<file path="src/fpec_pkg.sv">
`default_nettype none
package fpec_pkg;
    // Register word offsets (byte addresses on the bus)
    localparam logic [3:0] OFS_MODE_CTRL = 4'h0;
    localparam logic [3:0] OFS_STATUS = 4'h4;
    localparam logic [3:0] OFS_BLOCK_SEL = 4'h8;
    localparam logic [3:0] OFS_ACCESS_EN = 4'hC;
    localparam logic [5:0] OFS_IRQ_STATUS = 6'h10;
    localparam logic [5:0] OFS_IRQ_CLEAR = 6'h14;
    localparam logic [5:0] OFS_IRQ_ENABLE = 6'h18;
    localparam logic [5:0] OFS_FAULT_INJ = 6'h1C;
    // Mode control, status and access enable field positions
    localparam int MC_PROGRAM = 0;
    localparam int MC_ERASE = 1;
    localparam int MC_PROG_VERIFY = 2;
    localparam int MC_ERASE_VERIFY = 3;
    localparam int MC_PROG_SETUP = 4;
    localparam int MC_ERASE_SETUP = 5;
    localparam int MC_SW_WRITE_EN = 6;
    localparam int ST_ERROR_FLAG = 7;
    localparam int AE_CTRL_ACCESS = 7;
    // Writable masks and reset values
    localparam logic [7:0] MC_WR_MASK = 8'h7F;
    localparam logic [7:0] BS_WR_MASK = 8'h1F;
    localparam logic [7:0] REG_RESET = 8'h00;
    // Interrupt event bits
    localparam int EV_PROG_DONE = 0;
    localparam int EV_ERASE_DONE = 1;
    localparam int EV_ERROR = 2;
    localparam int EV_BLOCK_CLR = 3;
    localparam int EV_W = 4;
    // Block address ranges
    localparam logic [15:0] BLK0_BASE = 16'h0000;
    localparam logic [15:0] BLK0_LAST = 16'h03FF;
    localparam logic [15:0] BLK3_LAST = 16'h0FFF;
    localparam logic [15:0] BLK4_BASE = 16'h1000;
    localparam logic [15:0] BLK4_LAST = 16'h4FFF;
    localparam logic [15:0] KB_SIZE = 16'h0400;

    typedef enum logic [2:0] {
        FPEC_IDLE, FPEC_ESETUP, FPEC_PSETUP, FPEC_EVERIFY, FPEC_PVERIFY,
        FPEC_ERASING, FPEC_PROGRAMMING
    } fpec_state_t;

    // Target erase region handed to the array
    typedef struct packed {
        logic valid;
        logic [15:0] first;
        logic [15:0] last;
    } fpec_region_t;
endpackage
`default_nettype wire

</file>
<file path="src/fpec_ctrl.sv">
`default_nettype none
module fpec_ctrl (
    // Clock and reset
    input wire logic clk,
    input wire logic sys_rst,
    // Avalon-MM slave
    input wire logic [5:0] avs_address,
    input wire logic avs_read,
    input wire logic avs_write,
    input wire logic [31:0] avs_writedata,
    input wire logic [3:0] avs_byteenable,
    output logic [31:0] avs_readdata,
    output logic avs_waitrequest,
    // Flash array side
    input wire logic array_fault,
    output logic prog_pulse,
    output logic erase_pulse,
    output logic prog_verify_mode,
    output logic erase_verify_mode,
    output fpec_pkg::fpec_region_t erase_region,
    output fpec_pkg::fpec_state_t flash_state,
    // Interrupt
    output logic irq
);
    logic [7:0] mode_q, mode_d;
    logic [7:0] blk_q, blk_d;
    logic err_q, acc_q, fault_inj_q;
    logic [fpec_pkg::EV_W-1:0] ev_q, ev_en_q, ev_set;
    logic ack_q;
    logic wr, rd, wr_lane0, ctrl_open;
    logic [7:0] wdat;
    logic swe_next, prog_now, erase_now, fault;
    fpec_pkg::fpec_state_t state_d;
    fpec_pkg::fpec_region_t region_d;

    // One wait state: request answered on the cycle after it is first seen
    assign wr = avs_write && ack_q;
    assign rd = avs_read && ack_q;
    assign wr_lane0 = wr && avs_byteenable[0];
    assign wdat = avs_writedata[7:0];
    assign ctrl_open = acc_q;

    // Fault from the array or software injection
    assign fault = array_fault || fault_inj_q;

    // Bus handshake
    always_ff @(posedge clk or posedge sys_rst) begin
        if (sys_rst) begin
            ack_q <= 1'b0;
        end else begin
            ack_q <= (avs_read || avs_write) && !ack_q;
        end
    end

    always_comb begin
        avs_waitrequest = (avs_read || avs_write) && !ack_q;
    end

    // Next mode control value
    always_comb begin
        mode_d = mode_q;
        if (wr_lane0 && ctrl_open && avs_address == {2'b00, fpec_pkg::OFS_MODE_CTRL}) begin
            mode_d = wdat & fpec_pkg::MC_WR_MASK;
        end
        swe_next = mode_d[fpec_pkg::MC_SW_WRITE_EN];
        if (!swe_next) begin
            mode_d = 8'h00;
        end
        if (err_q) begin
            mode_d[fpec_pkg::MC_PROGRAM] = 1'b0;
            mode_d[fpec_pkg::MC_ERASE] = 1'b0;
        end
    end

    // Mode control register
    always_ff @(posedge clk or posedge sys_rst) begin
        if (sys_rst) begin
            mode_q <= fpec_pkg::REG_RESET;
        end else begin
            mode_q <= mode_d;
        end
    end

    // Next block select value
    always_comb begin
        blk_d = blk_q;
        if (wr_lane0 && ctrl_open && avs_address == {2'b00, fpec_pkg::OFS_BLOCK_SEL}) begin
            blk_d = wdat & fpec_pkg::BS_WR_MASK;
        end
        if ((blk_d & (blk_d - 8'h01)) != 8'h00) begin
            blk_d = 8'h00;
        end
        if (!swe_next) begin
            blk_d = 8'h00;
        end
    end

    // Block select register
    always_ff @(posedge clk or posedge sys_rst) begin
        if (sys_rst) begin
            blk_q <= fpec_pkg::REG_RESET;
        end else begin
            blk_q <= blk_d;
        end
    end

    // Access enable register, reachable at all times
    always_ff @(posedge clk or posedge sys_rst) begin
        if (sys_rst) begin
            acc_q <= 1'b0;
        end else if (wr_lane0 && avs_address == {2'b00, fpec_pkg::OFS_ACCESS_EN}) begin
            acc_q <= wdat[fpec_pkg::AE_CTRL_ACCESS];
        end
    end

    // Software fault injection for bring-up
    always_ff @(posedge clk or posedge sys_rst) begin
        if (sys_rst) begin
            fault_inj_q <= 1'b0;
        end else if (wr_lane0 && avs_address == fpec_pkg::OFS_FAULT_INJ) begin
            fault_inj_q <= wdat[0];
        end
    end

    // Error flag: set by a fault during program or erase, cleared only by reset
    always_ff @(posedge clk or posedge sys_rst) begin
        if (sys_rst) begin
            err_q <= 1'b0;
        end else if (fault && (prog_now || erase_now)) begin
            err_q <= 1'b1;
        end
    end

    // Operating mode decode from the registered bits
    always_comb begin
        prog_now = mode_q[fpec_pkg::MC_SW_WRITE_EN] && mode_q[fpec_pkg::MC_PROG_SETUP]
            && mode_q[fpec_pkg::MC_PROGRAM] && !err_q;
        erase_now = mode_q[fpec_pkg::MC_SW_WRITE_EN] && mode_q[fpec_pkg::MC_ERASE_SETUP]
            && mode_q[fpec_pkg::MC_ERASE] && !err_q;
        state_d = fpec_pkg::FPEC_IDLE;
        if (prog_now) begin
            state_d = fpec_pkg::FPEC_PROGRAMMING;
        end else if (erase_now) begin
            state_d = fpec_pkg::FPEC_ERASING;
        end else if (mode_q[fpec_pkg::MC_PROG_VERIFY]) begin
            state_d = fpec_pkg::FPEC_PVERIFY;
        end else if (mode_q[fpec_pkg::MC_ERASE_VERIFY]) begin
            state_d = fpec_pkg::FPEC_EVERIFY;
        end else if (mode_q[fpec_pkg::MC_PROG_SETUP]) begin
            state_d = fpec_pkg::FPEC_PSETUP;
        end else if (mode_q[fpec_pkg::MC_ERASE_SETUP]) begin
            state_d = fpec_pkg::FPEC_ESETUP;
        end
    end

    // Region decode of the one-hot block select
    always_comb begin
        region_d = '{valid: 1'b0, first: fpec_pkg::BLK0_BASE, last: fpec_pkg::BLK0_BASE};
        if (blk_q[4]) begin
            region_d = '{1'b1, fpec_pkg::BLK4_BASE, fpec_pkg::BLK4_LAST};
        end
        for (int i = 0; i < 4; i++) begin
            if (blk_q[i]) begin
                region_d.valid = 1'b1;
                region_d.first = fpec_pkg::BLK0_BASE + fpec_pkg::KB_SIZE * 16'(i);
                region_d.last = fpec_pkg::BLK0_LAST + fpec_pkg::KB_SIZE * 16'(i);
            end
        end
    end

    // Array-facing outputs
    always_ff @(posedge clk or posedge sys_rst) begin
        if (sys_rst) begin
            prog_pulse <= 1'b0;
            erase_pulse <= 1'b0;
            prog_verify_mode <= 1'b0;
            erase_verify_mode <= 1'b0;
            erase_region <= '0;
            flash_state <= fpec_pkg::FPEC_IDLE;
        end else begin
            prog_pulse <= prog_now;
            erase_pulse <= erase_now && region_d.valid;
            prog_verify_mode <= state_d == fpec_pkg::FPEC_PVERIFY;
            erase_verify_mode <= state_d == fpec_pkg::FPEC_EVERIFY;
            erase_region <= region_d;
            flash_state <= state_d;
        end
    end

    // Events: program end, erase end, error raised, block select auto-clear
    always_comb begin
        ev_set = '0;
        ev_set[fpec_pkg::EV_PROG_DONE] = prog_pulse && !prog_now;
        ev_set[fpec_pkg::EV_ERASE_DONE] = erase_pulse && !(erase_now && region_d.valid);
        ev_set[fpec_pkg::EV_ERROR] = fault && (prog_now || erase_now) && !err_q;
        ev_set[fpec_pkg::EV_BLOCK_CLR] = wr_lane0 && ctrl_open
            && avs_address == {2'b00, fpec_pkg::OFS_BLOCK_SEL}
            && ((wdat[4:0] & (wdat[4:0] - 5'h01)) != 5'h00);
    end

    // Sticky status, set wins over write-one-to-clear
    always_ff @(posedge clk or posedge sys_rst) begin
        if (sys_rst) begin
            ev_q <= '0;
        end else begin
            if (wr_lane0 && avs_address == fpec_pkg::OFS_IRQ_CLEAR) begin
                ev_q <= (ev_q & ~wdat[fpec_pkg::EV_W-1:0]) | ev_set;
            end else begin
                ev_q <= ev_q | ev_set;
            end
        end
    end

    // Interrupt enable register
    always_ff @(posedge clk or posedge sys_rst) begin
        if (sys_rst) begin
            ev_en_q <= '0;
        end else if (wr_lane0 && avs_address == fpec_pkg::OFS_IRQ_ENABLE) begin
            ev_en_q <= wdat[fpec_pkg::EV_W-1:0];
        end
    end

    // Level interrupt from a flop
    always_ff @(posedge clk or posedge sys_rst) begin
        if (sys_rst) begin
            irq <= 1'b0;
        end else begin
            irq <= |((ev_q | ev_set) & ev_en_q);
        end
    end

    // Read data, valid on the cycle waitrequest is low
    always_ff @(posedge clk or posedge sys_rst) begin
        if (sys_rst) begin
            avs_readdata <= 32'h0000_0000;
        end else begin
            avs_readdata <= 32'h0000_0000;
            if ((avs_read || avs_write) && !ack_q && avs_read) begin
                unique case (avs_address)
                    {2'b00, fpec_pkg::OFS_MODE_CTRL}:
                        avs_readdata[7:0] <= ctrl_open ? mode_q : 8'h00;
                    {2'b00, fpec_pkg::OFS_STATUS}:
                        avs_readdata[fpec_pkg::ST_ERROR_FLAG] <= ctrl_open && err_q;
                    {2'b00, fpec_pkg::OFS_BLOCK_SEL}:
                        avs_readdata[7:0] <= ctrl_open ? blk_q : 8'h00;
                    {2'b00, fpec_pkg::OFS_ACCESS_EN}:
                        avs_readdata[fpec_pkg::AE_CTRL_ACCESS] <= acc_q;
                    fpec_pkg::OFS_IRQ_STATUS:
                        avs_readdata[fpec_pkg::EV_W-1:0] <= ev_q;
                    fpec_pkg::OFS_IRQ_ENABLE:
                        avs_readdata[fpec_pkg::EV_W-1:0] <= ev_en_q;
                    fpec_pkg::OFS_FAULT_INJ:
                        avs_readdata[0] <= fault_inj_q;
                    default:
                        avs_readdata <= 32'h0000_0000;
                endcase
            end
        end
    end

    logic unused_rd;
    assign unused_rd = rd;
endmodule
`default_nettype wire

</file>
<file path="config.mk">
export PLATFORM = sky130hd
export DESIGN_NAME = fpec_ctrl
export DESIGN_NICKNAME = d
export VERILOG_FILES = /design/src/fpec_pkg.sv /design/src/fpec_ctrl.sv
export SDC_FILE = /design/constraint.sdc
export NUM_CORES = 1
export LEC_CHECK = 0
export ABC_AREA = 1
export BUFFER_PORTS_ARGS = -buffer_cell sky130_fd_sc_hd__buf_4
export CORE_AREA = 2 2 82 84
export CTS_CLUSTER_DIAMETER = 30
export DETAILED_ROUTE_END_ITERATION = 6
export DIE_AREA = 0 0 84 86
export PLACE_DENSITY = 0.86
export SLEW_MARGIN = 20
export SYNTH_ARGS = -nofsm -noshare
export SYNTH_HDL_FRONTEND = slang
export SYNTH_SLANG_ARGS = --single-unit
</file>
<file path="constraint.sdc">
create_clock -name clk -period 2.75 [get_ports clk]
set_clock_uncertainty 0.05 [all_clocks]
set_input_delay 0.55 -clock clk [delete_from_list [all_inputs] [get_ports clk]]
set_output_delay 0.55 -clock clk [all_outputs]
set_load 0.02 [all_outputs]
</file>
==> results of run 1 <==
==> power groups by stage <==
stage	sequential [mW]	combinational, mW	clock (mW)
final	0.742	0.154	0.489
after global placement	0.755	0.149	0
after CTS	0.742	0.153	0.505
after global routing	0.744	0.167	0.529
after floorplan	0.754	0.146	0
after detailed placement	0.756	0.153	0
==> path summary, 6_finish.rpt <==
| check | from | endpoint | slack [ns] | cells past startpoint |
|---|---|---|---|---|
| min reg2reg | mode_q[0] | mode_q[0] | 0.45 | 2 |
| max in group asynchronous | sys_rst | ack_q | 1.71 | 3 |
| max reg2reg | acc_q | blk_q[7] | 0.72 | 10 |
| max | acc_q | blk_q[7] | 0.72 | 10 |
| min | sys_rst | mode_q[5] | 0.22 | 2 |
| min in group clk | avs_writedata[7] | acc_q | 0.41 | 3 |
==> flip-flops by register name (all words and copies together), names as in the netlist <==
signal,count
ev_q,4
flash_state,3
ack_q,1
erase_verify_mode,1
acc_q,1
blk_q,8
ev_en_q,4
prog_verify_mode,1
fault_inj_q,1
err_q,1
irq,1
erase_region,6
avs_readdata,8
erase_pulse,1
prog_pulse,1
mode_q,7
==> stage by stage <==
step	cells	total power [mW]	cell area [um^2]	worst slack (ns)	util [%]
floorplan	372	0.9000	2914	0.9168	-
global placement	450	0.9042	3014	0.5967	48.02
detailed placement	450	0.9087	3014	0.5730	48.02
finish	457	1.384	3118	0.7150	49.67
global route	457	1.440	3118	0.5144	49.67
CTS	457	1.400	3118	0.7426	49.67
==> critical path, stage by stage (launching register included) <==
cell     delay (ns)
dfrtp_1        0.50
nand4_1        0.27
inv_2          0.17
nand2_2        0.17
nand2_1        0.10
nand2_1        0.09
nor2_2         0.14
nand3_1        0.09
nand2_1        0.08
nand2_2        0.15
nor3_2         0.16
==> synth_stat cells, types with 6 or more instances <==
cell | count | area (um^2)
nand3_1 | 19 | 95.09
nor3_1 | 6 | 30.03
o21ai_0 | 13 | 65.06
nor3_2 | 8 | 80.08
nand2_1 | 70 | 262.8
a21oi_1 | 11 | 55.05
buf_4 | 52 | 390.4
nor2_1 | 20 | 75.07
nand2_2 | 8 | 50.05
dfrtp_1 | 49 | 1226
inv_1 | 37 | 138.9
a31oi_1 | 7 | 43.79
==> layout make-up <==
type | count | area, um^2 | area share [%]
Clock buffer | 5 | 68.82 | 2.207
Clock inverter | 2 | 35.03 | 1.124
Inverter | 40 | 150.1 | 4.815
Multi-Input combinational cell | 230 | 1136 | 36.44
Sequential cell | 49 | 1226 | 39.33
Tap cell | 77 | 96.34 | 3.090
Timing Repair Buffer | 54 | 405.4 | 13.00
==> kinds of logic (layout without fill, tap and decap cells) <==
group / Yosys count / after routing / synth area share (%)
other: 1 / 40 / 0.1355
AOI/OAI and AO/OA: 45 / 45 / 9.629
DFF: 49 / 49 / 44.30
and+or+nand+nor: 145 / 145 / 25.99
buffers and inverters: 93 / 101 / 19.94
==> cells in the final DEF (no fill, tap or decap) <==
cell type	instances
a21oi_1	11
a22oi_1	4
a311oi_1	1
a31oi_1	7
a41oi_1	1
buf_4	54
bufinv_16	1
clkbuf_8	5
clkinv_2	1
conb_1	40
dfrtp_1	49
inv_1	36
inv_2	4
nand2_1	70
nand2_2	8
nand2_4	2
nand3_1	19
nand4_1	2
nor2_1	20
nor2_2	5
nor2_4	3
nor2_8	1
nor3_1	6
nor3_2	8
nor4_1	1
o2111ai_1	1
o211ai_1	1
o21ai_0	13
o22ai_1	5
o31ai_1	1
==> layer usage <==
layer | GRT usage [%] | vias up | wire length, um
met1 | 20.81 | 1040 | 2459
met4 | 6.452 | 0 | 121
met5 | 0 | - | 0
met3 | 4.235 | 14 | 515
li1 | - | 1071 | -
met2 | 28.36 | 124 | 2820
==> results.sh, run 1 <==
export IMPL_yosysWarnings=0
export IMPL_nets=427
export IMPL_overflow=0
export IMPL_startpoint_type="register"
export IMPL_dieArea_um2=7224
export IMPL_slew_viol_final=0
export IMPL_tns_ns=0
export IMPL_synth_edf_count=0
export IMPL_io_buffers=53
export IMPL_wl_mm=5.916
export IMPL_drc=0
export IMPL_netlist_cell_type_count=28
export IMPL_cts_inserted_buffers=5
export IMPL_postCtsSetupRepairBufs=0
export IMPL_p_seq_share_pct=53.6
export IMPL_drt_antenna_violating_nets=0
export IMPL_p_clk_share_pct=35.3
export IMPL_die_w_um=84
export IMPL_path_max_fanout=11
export IMPL_drt_pass1_iter_count=6
export IMPL_grt_usage_pct=16.78
export IMPL_die_height_um=86
export IMPL_tightestPinTransition_ns=0.6325
export IMPL_switching_share_pct=25.35
export IMPL_slew_headroom_pct=57.44
export IMPL_finalHoldViolCount=0
export IMPL_syn_area_um2=2768
export IMPL_cts_buffer_depth=2
export IMPL_place_congestion=0.9058
export IMPL_setup_viol_count_final=0
export IMPL_fillCellCount=590
export IMPL_cp_data_required_time_ns=2.92
export IMPL_clock_sinks=49
export IMPL_path_clk_slew_ns=0.08
export IMPL_synth_seq_cells=49
export IMPL_synth_main_ff_cell="dfrtp_1"
export IMPL_cts_resized=0
export IMPL_ir_drop_mv=0.2290
export IMPL_num_vias=2249
export IMPL_synth_cells=333
export IMPL_post_route_period_util_pct=74.00
export IMPL_cts_tree="done"
export IMPL_cp_data_arrival_time_ns=2.21
export IMPL_grt_pass1_wl_mm=9.763
export IMPL_critical_path_class="register to register"
export IMPL_power_density_nw_per_um2=444.0
export IMPL_leakage_nw=1.652
export IMPL_yosysSeqAreaShare_pct=44.30
export IMPL_switching_power_mw=0.3509
export IMPL_worstSkewPairLatency_ns=0.30
export IMPL_layout_drive_gt1_share_pct=24.21
export IMPL_status="complete, no violations"
export IMPL_fin_hold_ws_ns=0.2177
export IMPL_grt_setup_unrepaired="no"
export IMPL_grt_pass1_vias=2151
export IMPL_fmax_mhz=491.4
export IMPL_async_flop_share_pct=100.0
export IMPL_hold_buffers=0
export IMPL_synth_area_per_cell_um2=8.311
export IMPL_ios=121
export IMPL_wl_per_cell_um=12.95
export IMPL_clk_root_buffer_cell="clkbuf_8"
export IMPL_core_area_um2=6277
export IMPL_syn_to_final_growth_pct=12.66
export IMPL_dr_first_iter_drc_count=160
export IMPL_grt_max_degree=29
export IMPL_initial_core_util_pct=44.09
export IMPL_intPower_mw=1.033
export IMPL_cap_violations=0
export IMPL_cp_end_kind="register"
export IMPL_period_needed_ns=2.035
export IMPL_hold_path_class="primary input to asynchronous set/reset pin"
export IMPL_n_antenna_cell=0
export IMPL_post_dp_hpwl_mm=4.707
export IMPL_rows=29
export IMPL_via_per_inst=4.921
export IMPL_antenna_found_initial=0
export IMPL_combPwrFrac_pct=11.1
export IMPL_htreeDepth=2
Power figures use the tool's default switching activity.
==> inputs of run 2 (changes only) <==
- CORE_AREA: 2 2 82 84 -> 2 2 84 86
- DIE_AREA: 0 0 84 86 -> 0 0 86 88
- PLACE_DENSITY: 0.86 -> 0.85
- clock period: 2.75 -> 1.75 ns (I/O delays scaled with it)
==> run 2 against run 1 <==
Compared with the run above:
- utilization is 1.5 points higher
- clock-buffer cell count grew 2
- the flow now finishes with violations (setup timing)
- critical path depth up 1
- global-route usage grew 1.1 points
- sequential share of layout area down 3.3 points
- via count rose by 7.4%
- non-clock buffer count grew 32
- fmax increased by 15%
- hold slack worse by 0.18 ns
==> results.sh, run 2 (synthesized netlist as in run 1, its figures left out) <==
export IMPL_fin_ws_ns=-0.02595
export IMPL_reg2regPathDepth=11
export IMPL_setup_viol_count_final=8
export IMPL_switching_power_mw=0.5592
export IMPL_finalHoldViolCount=0
export IMPL_grt_pass1_vias=2291
export IMPL_layout_common_cells="buf_4 (85), nand2_1 (69), dfrtp_1 (49)"
export IMPL_core_area_um2=6644
export IMPL_placed_area_um2=3256
export IMPL_hold_path_class="primary input to asynchronous set/reset pin"
export IMPL_ios=121
export IMPL_post_route_period_util_pct=101.5
export IMPL_leakage_nw=1.841
export IMPL_startpoint="ack_q"
export IMPL_wl_mm=6.522
export IMPL_post_dp_hpwl_mm=5.018
export IMPL_cp_data_arrival_time_ns=1.92
export IMPL_grt_setup_unrepaired="yes"
export IMPL_nets=459
export IMPL_stdcell_area_um2=3400
export IMPL_initial_core_util_pct=41.66
export IMPL_slew_viol_final=0
export IMPL_die_height_um=88
export IMPL_path_cells="nand4_1, buf_4, nor2_4, buf_4, nand2_1, nand2_2, nor2_2, nand3_1, nand2_1, nand2_4, nor3_2"
export IMPL_drt_antenna_violating_nets=0
export IMPL_grt_pass1_wl_mm=10.53
export IMPL_critical_path_class="register to register"
export IMPL_dieArea_um2=7568
export IMPL_dpl_worst_slack_ns=-0.1475
export IMPL_combPwrFrac_pct=13.0
export IMPL_cts_buffer_depth=2
export IMPL_reg2reg_slack_ns=-0.03
export IMPL_final_cells=493
export IMPL_dp_cells=483
export IMPL_cts_tree="done"
export IMPL_cap_violations=0
export IMPL_path_clk_slew_ns=0.08
export IMPL_clock_sinks=49
export IMPL_clk_root_buffer_cell="clkbuf_8"
export IMPL_cp_depth=11
export IMPL_overflow=0
export IMPL_p_clk_share_pct=33.0
export IMPL_switching_share_pct=26.01
export IMPL_cp_end_kind="register"
export IMPL_fmax_mhz=563.1
export IMPL_failed_checks="setup timing"
export IMPL_period_needed_ns=1.776
export IMPL_grt_usage_pct=17.90
export IMPL_drt_pass1_iter_count=4
export IMPL_cp_data_required_time_ns=1.89
export IMPL_wl_per_cell_um=13.23
export IMPL_path_delay_family="simple AND/OR/NAND/NOR gates"
export IMPL_crit_path_end="blk_q[0]"
export IMPL_antenna_found_initial=0
export IMPL_ir_drop_mv=0.2525
export IMPL_syn_to_final_growth_pct=22.83
export IMPL_via_per_inst=4.901
export IMPL_cts_inserted_buffers=5
export IMPL_p_seq_share_pct=54.1
export IMPL_hold_buffers=0
export IMPL_crit_buf_inv=2
export IMPL_r2r_end="blk_q[0]"
export IMPL_die_w_um=86
export IMPL_place_congestion=0.9009
export IMPL_rows=30
export IMPL_intPower_mw=1.590
export IMPL_drc=0
export IMPL_grt_max_degree=50
export IMPL_layout_drive_gt1_share_pct=30.99
export IMPL_num_vias=2416
export IMPL_worstSkewPairLatency_ns=0.30
export IMPL_final_common_cell="buf_4"
export IMPL_max_stage_delay_ns=0.37
export IMPL_power_density_nw_per_um2=632.3
export IMPL_htreeDepth=2
export IMPL_crit_path_top_delay_cell="dfrtp_1"
export IMPL_largest_registers="avs_readdata x8, blk_q x8, mode_q x7"
export IMPL_fillCellCount=618
export IMPL_n_antenna_cell=0
export IMPL_r2r_start="ack_q"
export IMPL_status="finished with violations"
export IMPL_startpoint_type="register"
export IMPL_dr_first_iter_drc_count=219
export IMPL_io_buffers=53
export IMPL_path_max_fanout=8
run 2: changes by cell type in the layout (fill, tap and decap cells not counted), moves of 2 or more:
cell	change
o21ai_0	-2
nand2_4	+2
clkbuf_8	+2
o21ai_1	+2
buf_4	+31
run 2: how the worst min path moves through the flow:
stage | from | endpoint | slack (ns) | cells after the start
after floorplan | avs_writedata[2] | ev_q[2] | 0.40 | 1
after global placement | sys_rst | erase_region[9] | 0.37 | 3
after detailed placement | sys_rst | erase_region[27] | 0.37 | 3
after CTS | sys_rst | erase_region[27] | 0.05 | 3
after global routing | sys_rst | erase_region[14] | 0.05 | 3
final | sys_rst | erase_region[27] | 0.04 | 3
run 2: layer usage:
metal | vias to the layer above | global-route usage, % | wire length, um
met5 | - | 0 | 0
met4 | 0 | 8.081 | 171
met3 | 20 | 4.618 | 544
met2 | 113 | 30.09 | 3213
met1 | 1139 | 21.68 | 2593
li1 | 1144 | - | -
run 2: what timing repair did:
item / 4_1_cts / 5_1_grt
setup endpoints to repair: 8 / 9
pin swaps: 1 / 3
resized for setup: 2 / 6
buffers inserted: 0 / 2
run 2: layout make-up:
type                            count  area (um^2)  area share (%)
Timing Repair Buffer               86        658.1           19.36
Clock inverter                      1        5.005          0.1472
Tap cell                           80        100.1           2.944
Multi-Input combinational cell    230         1164           34.23
Clock buffer                        7        96.34           2.834
Inverter                           40        150.1           4.417
Sequential cell                    49         1226           36.07
run 2: worst reg2reg max path, stage by stage, from the launching register on:
cell     delay [ns]
dfrtp_1        0.37
nand4_1        0.17
buf_4          0.19
nor2_4         0.16
buf_4          0.16
nand2_1        0.06
nand2_2        0.10
nor2_2         0.06
nand3_1        0.06
nand2_1        0.08
nand2_4        0.17
nor3_2         0.06
run 2: through the flow:
stage | utilization [%] | hold slack [ns] | TNS [ns] | power, mW
detailed placement | 49.00 | 0.3725 | -1.007 | 1.456
floorplan | - | 0.3960 | 0 | 1.414
finish | 51.17 | 0.04103 | -0.1631 | 2.150
CTS | 50.68 | 0.04744 | 0 | 2.165
global placement | 49.00 | 0.3665 | -0.7961 | 1.449
global route | 51.17 | 0.05112 | -1.098 | 2.263
run 2: power groups by stage:
stage	combinational, mW	clock, mW	sequential, mW
6_report	0.278	0.709	1.16
3_3_place_gp	0.265	0	1.18
4_1_cts	0.274	0.730	1.16
3_5_place_dp	0.272	0	1.18
5_1_grt	0.303	0.796	1.16
2_1_floorplan	0.230	0	1.18
==> inputs of run 3 (changes only) <==
- SETUP_SLACK_MARGIN: not set -> 0.2
==> run 3 against run 2 <==
Compared with the run above:
- the run still ends with setup timing left
- combinational power up 5%
- critical path type unchanged
- first-iteration DRC count fell by 12%
- final cell count increased by 1.0%
- utilization increased by 2.0 points
- register-to-register slack about the same
- critical path depth fell by 3
- sequential share of layout area shrank 1.3 points
- clock-buffer cell count unchanged
- fmax shrank 0.54%
- sequential power is essentially flat
==> results.sh, run 3 (synthesized netlist as in run 1, its figures left out) <==
export IMPL_failed_checks="setup timing"
export IMPL_cp_end_kind="register"
export IMPL_r2r_start="acc_q"
export IMPL_status="finished with violations"
export IMPL_core_area_um2=6644
export IMPL_cts_inserted_buffers=5
export IMPL_leakage_nw=1.870
export IMPL_clk_root_buffer_cell="clkbuf_8"
export IMPL_nets=464
export IMPL_grt_setup_unrepaired="yes"
export IMPL_grt_pass1_wl_mm=10.76
export IMPL_initial_core_util_pct=41.66
export IMPL_drc=0
export IMPL_slew_headroom_pct=66.14
export IMPL_path_clk_slew_ns=0.09
export IMPL_clock_sinks=49
export IMPL_finalCoreUtilization_pct=53.13
export IMPL_dpl_worst_slack_ns=-0.1485
export IMPL_r2r_end="blk_q[4]"
export IMPL_hold_path_class="primary input to asynchronous set/reset pin"
export IMPL_setup_viol_count_final=2
export IMPL_post_dp_hpwl_mm=5.041
export IMPL_hold_buffers=0
export IMPL_slew_viol_final=0
export IMPL_dr_first_iter_drc_count=192
export IMPL_cts_buffer_depth=2
export IMPL_layout_common_cells="buf_4 (88), nand2_1 (57), dfrtp_1 (49)"
export IMPL_n_antenna_cell=0
export IMPL_fin_ws_ns=-0.03566
export IMPL_num_vias=2487
export IMPL_ios=121
export IMPL_die_height_um=88
export IMPL_cp_data_required_time_ns=1.93
export IMPL_period_needed_ns=1.786
export IMPL_tightestPinTransition_ns=0.5069
export IMPL_grt_max_degree=29
export IMPL_largest_registers="avs_readdata x8, blk_q x8, mode_q x7"
export IMPL_place_congestion=0.9179
export IMPL_dieArea_um2=7568
export IMPL_post_route_period_util_pct=102.0
export IMPL_via_per_inst=4.994
export IMPL_final_common_cell="buf_4"
export IMPL_layout_drive_gt1_share_pct=37.32
export IMPL_fmax_mhz=560.0
export IMPL_cts_tree="done"
export IMPL_drt_antenna_violating_nets=0
export IMPL_grt_usage_pct=18.31
export IMPL_startpoint_type="register"
export IMPL_worstSkewPairLatency_ns=0.31
export IMPL_reg2regPathDepth=8
export IMPL_ir_drop_mv=0.2853
export IMPL_fillCellCount=570
export IMPL_htreeDepth=2
export IMPL_die_w_um=86
export IMPL_grt_pass1_vias=2321
export IMPL_finalHoldViolCount=0
export IMPL_rows=30
export IMPL_critical_path_class="register to register"
export IMPL_io_buffers=53
export IMPL_path_max_fanout=8
export IMPL_wl_per_cell_um=13.77
export IMPL_cp_data_arrival_time_ns=1.97
export IMPL_antenna_found_initial=0
export IMPL_drt_pass1_iter_count=5
export IMPL_cap_violations=0
export IMPL_syn_to_final_growth_pct=27.53
export IMPL_power_density_nw_per_um2=651.9
export IMPL_reg2reg_slack_ns=-0.04
export IMPL_wl_mm=6.856
export IMPL_overflow=0
==> run 3: per-layer routing <==
metal  track usage, %  up-vias  routed length [um]
li1                 -     1148                   -
met1            22.14     1182                2674
met2            30.09      134                3405
met3            4.713       23                 576
met4            9.812        0                 199
met5                0        -                   0
==> run 3: critical path, stage by stage (launching register included) <==
cell	delay (ns)
dfrtp_1	0.36
nand4_1	0.23
nor2_4	0.29
buf_4	0.15
buf_4	0.10
o21ai_0	0.12
nand2_2	0.13
nand2_4	0.11
nor3_2	0.17
==> run 3: where the power goes <==
part / internal (mW) / total (mW) / switching [mW]
logic: 0.0910 / 0.293 / 0.202
clock network: 0.466 / 0.845 / 0.379
registers: 1.15 / 1.16 / 0.0135
==> run 3: worst max path at each step <==
stage	from	end	slack [ns]
2_1_floorplan	acc_q	blk_q[0]	0.12
3_3_place_gp	avs_address[5]	blk_q[6]	-0.07
3_5_place_dp	avs_address[5]	blk_q[6]	-0.15
4_1_cts	acc_q	blk_q[4]	0.08
5_1_grt	acc_q	blk_q[4]	-0.19
6_report	acc_q	blk_q[4]	-0.04
==> run 3: layout make-up <==
type / count / area (um^2) / area share, %
clock inverters: 1 / 30.03 / 0.8508
multi-input cells: 231 / 1241 / 35.16
flip-flops and latches: 49 / 1226 / 34.74
clock buffers: 7 / 86.33 / 2.446
well taps: 80 / 100.1 / 2.836
inverters: 40 / 153.9 / 4.360
repair buffers: 90 / 691.9 / 19.60
==> run 3: through the flow <==
step	area (um^2)	std cells	hold WS, ns	setup TNS, ns	total power [mW]
after floorplan	2933	372	0.3360	0	1.416
after global placement	3248	480	0.3633	-0.5575	1.446
after detailed placement	3248	480	0.3733	-1.061	1.453
after CTS	3436	494	0.04148	0	2.287
after global routing	3530	498	0.05872	-1.144	2.377
final	3530	498	0.02607	-0.03592	2.301
==> run 3: timing repair <==
action | CTS | global route
gates cloned | 0 | 1
setup buffers | 6 | 3
pin swaps | 11 | 10
endpoints found under the hold margin | 0 | 0
setup endpoints to repair | 10 | 22
gates resized for setup | 8 | 24
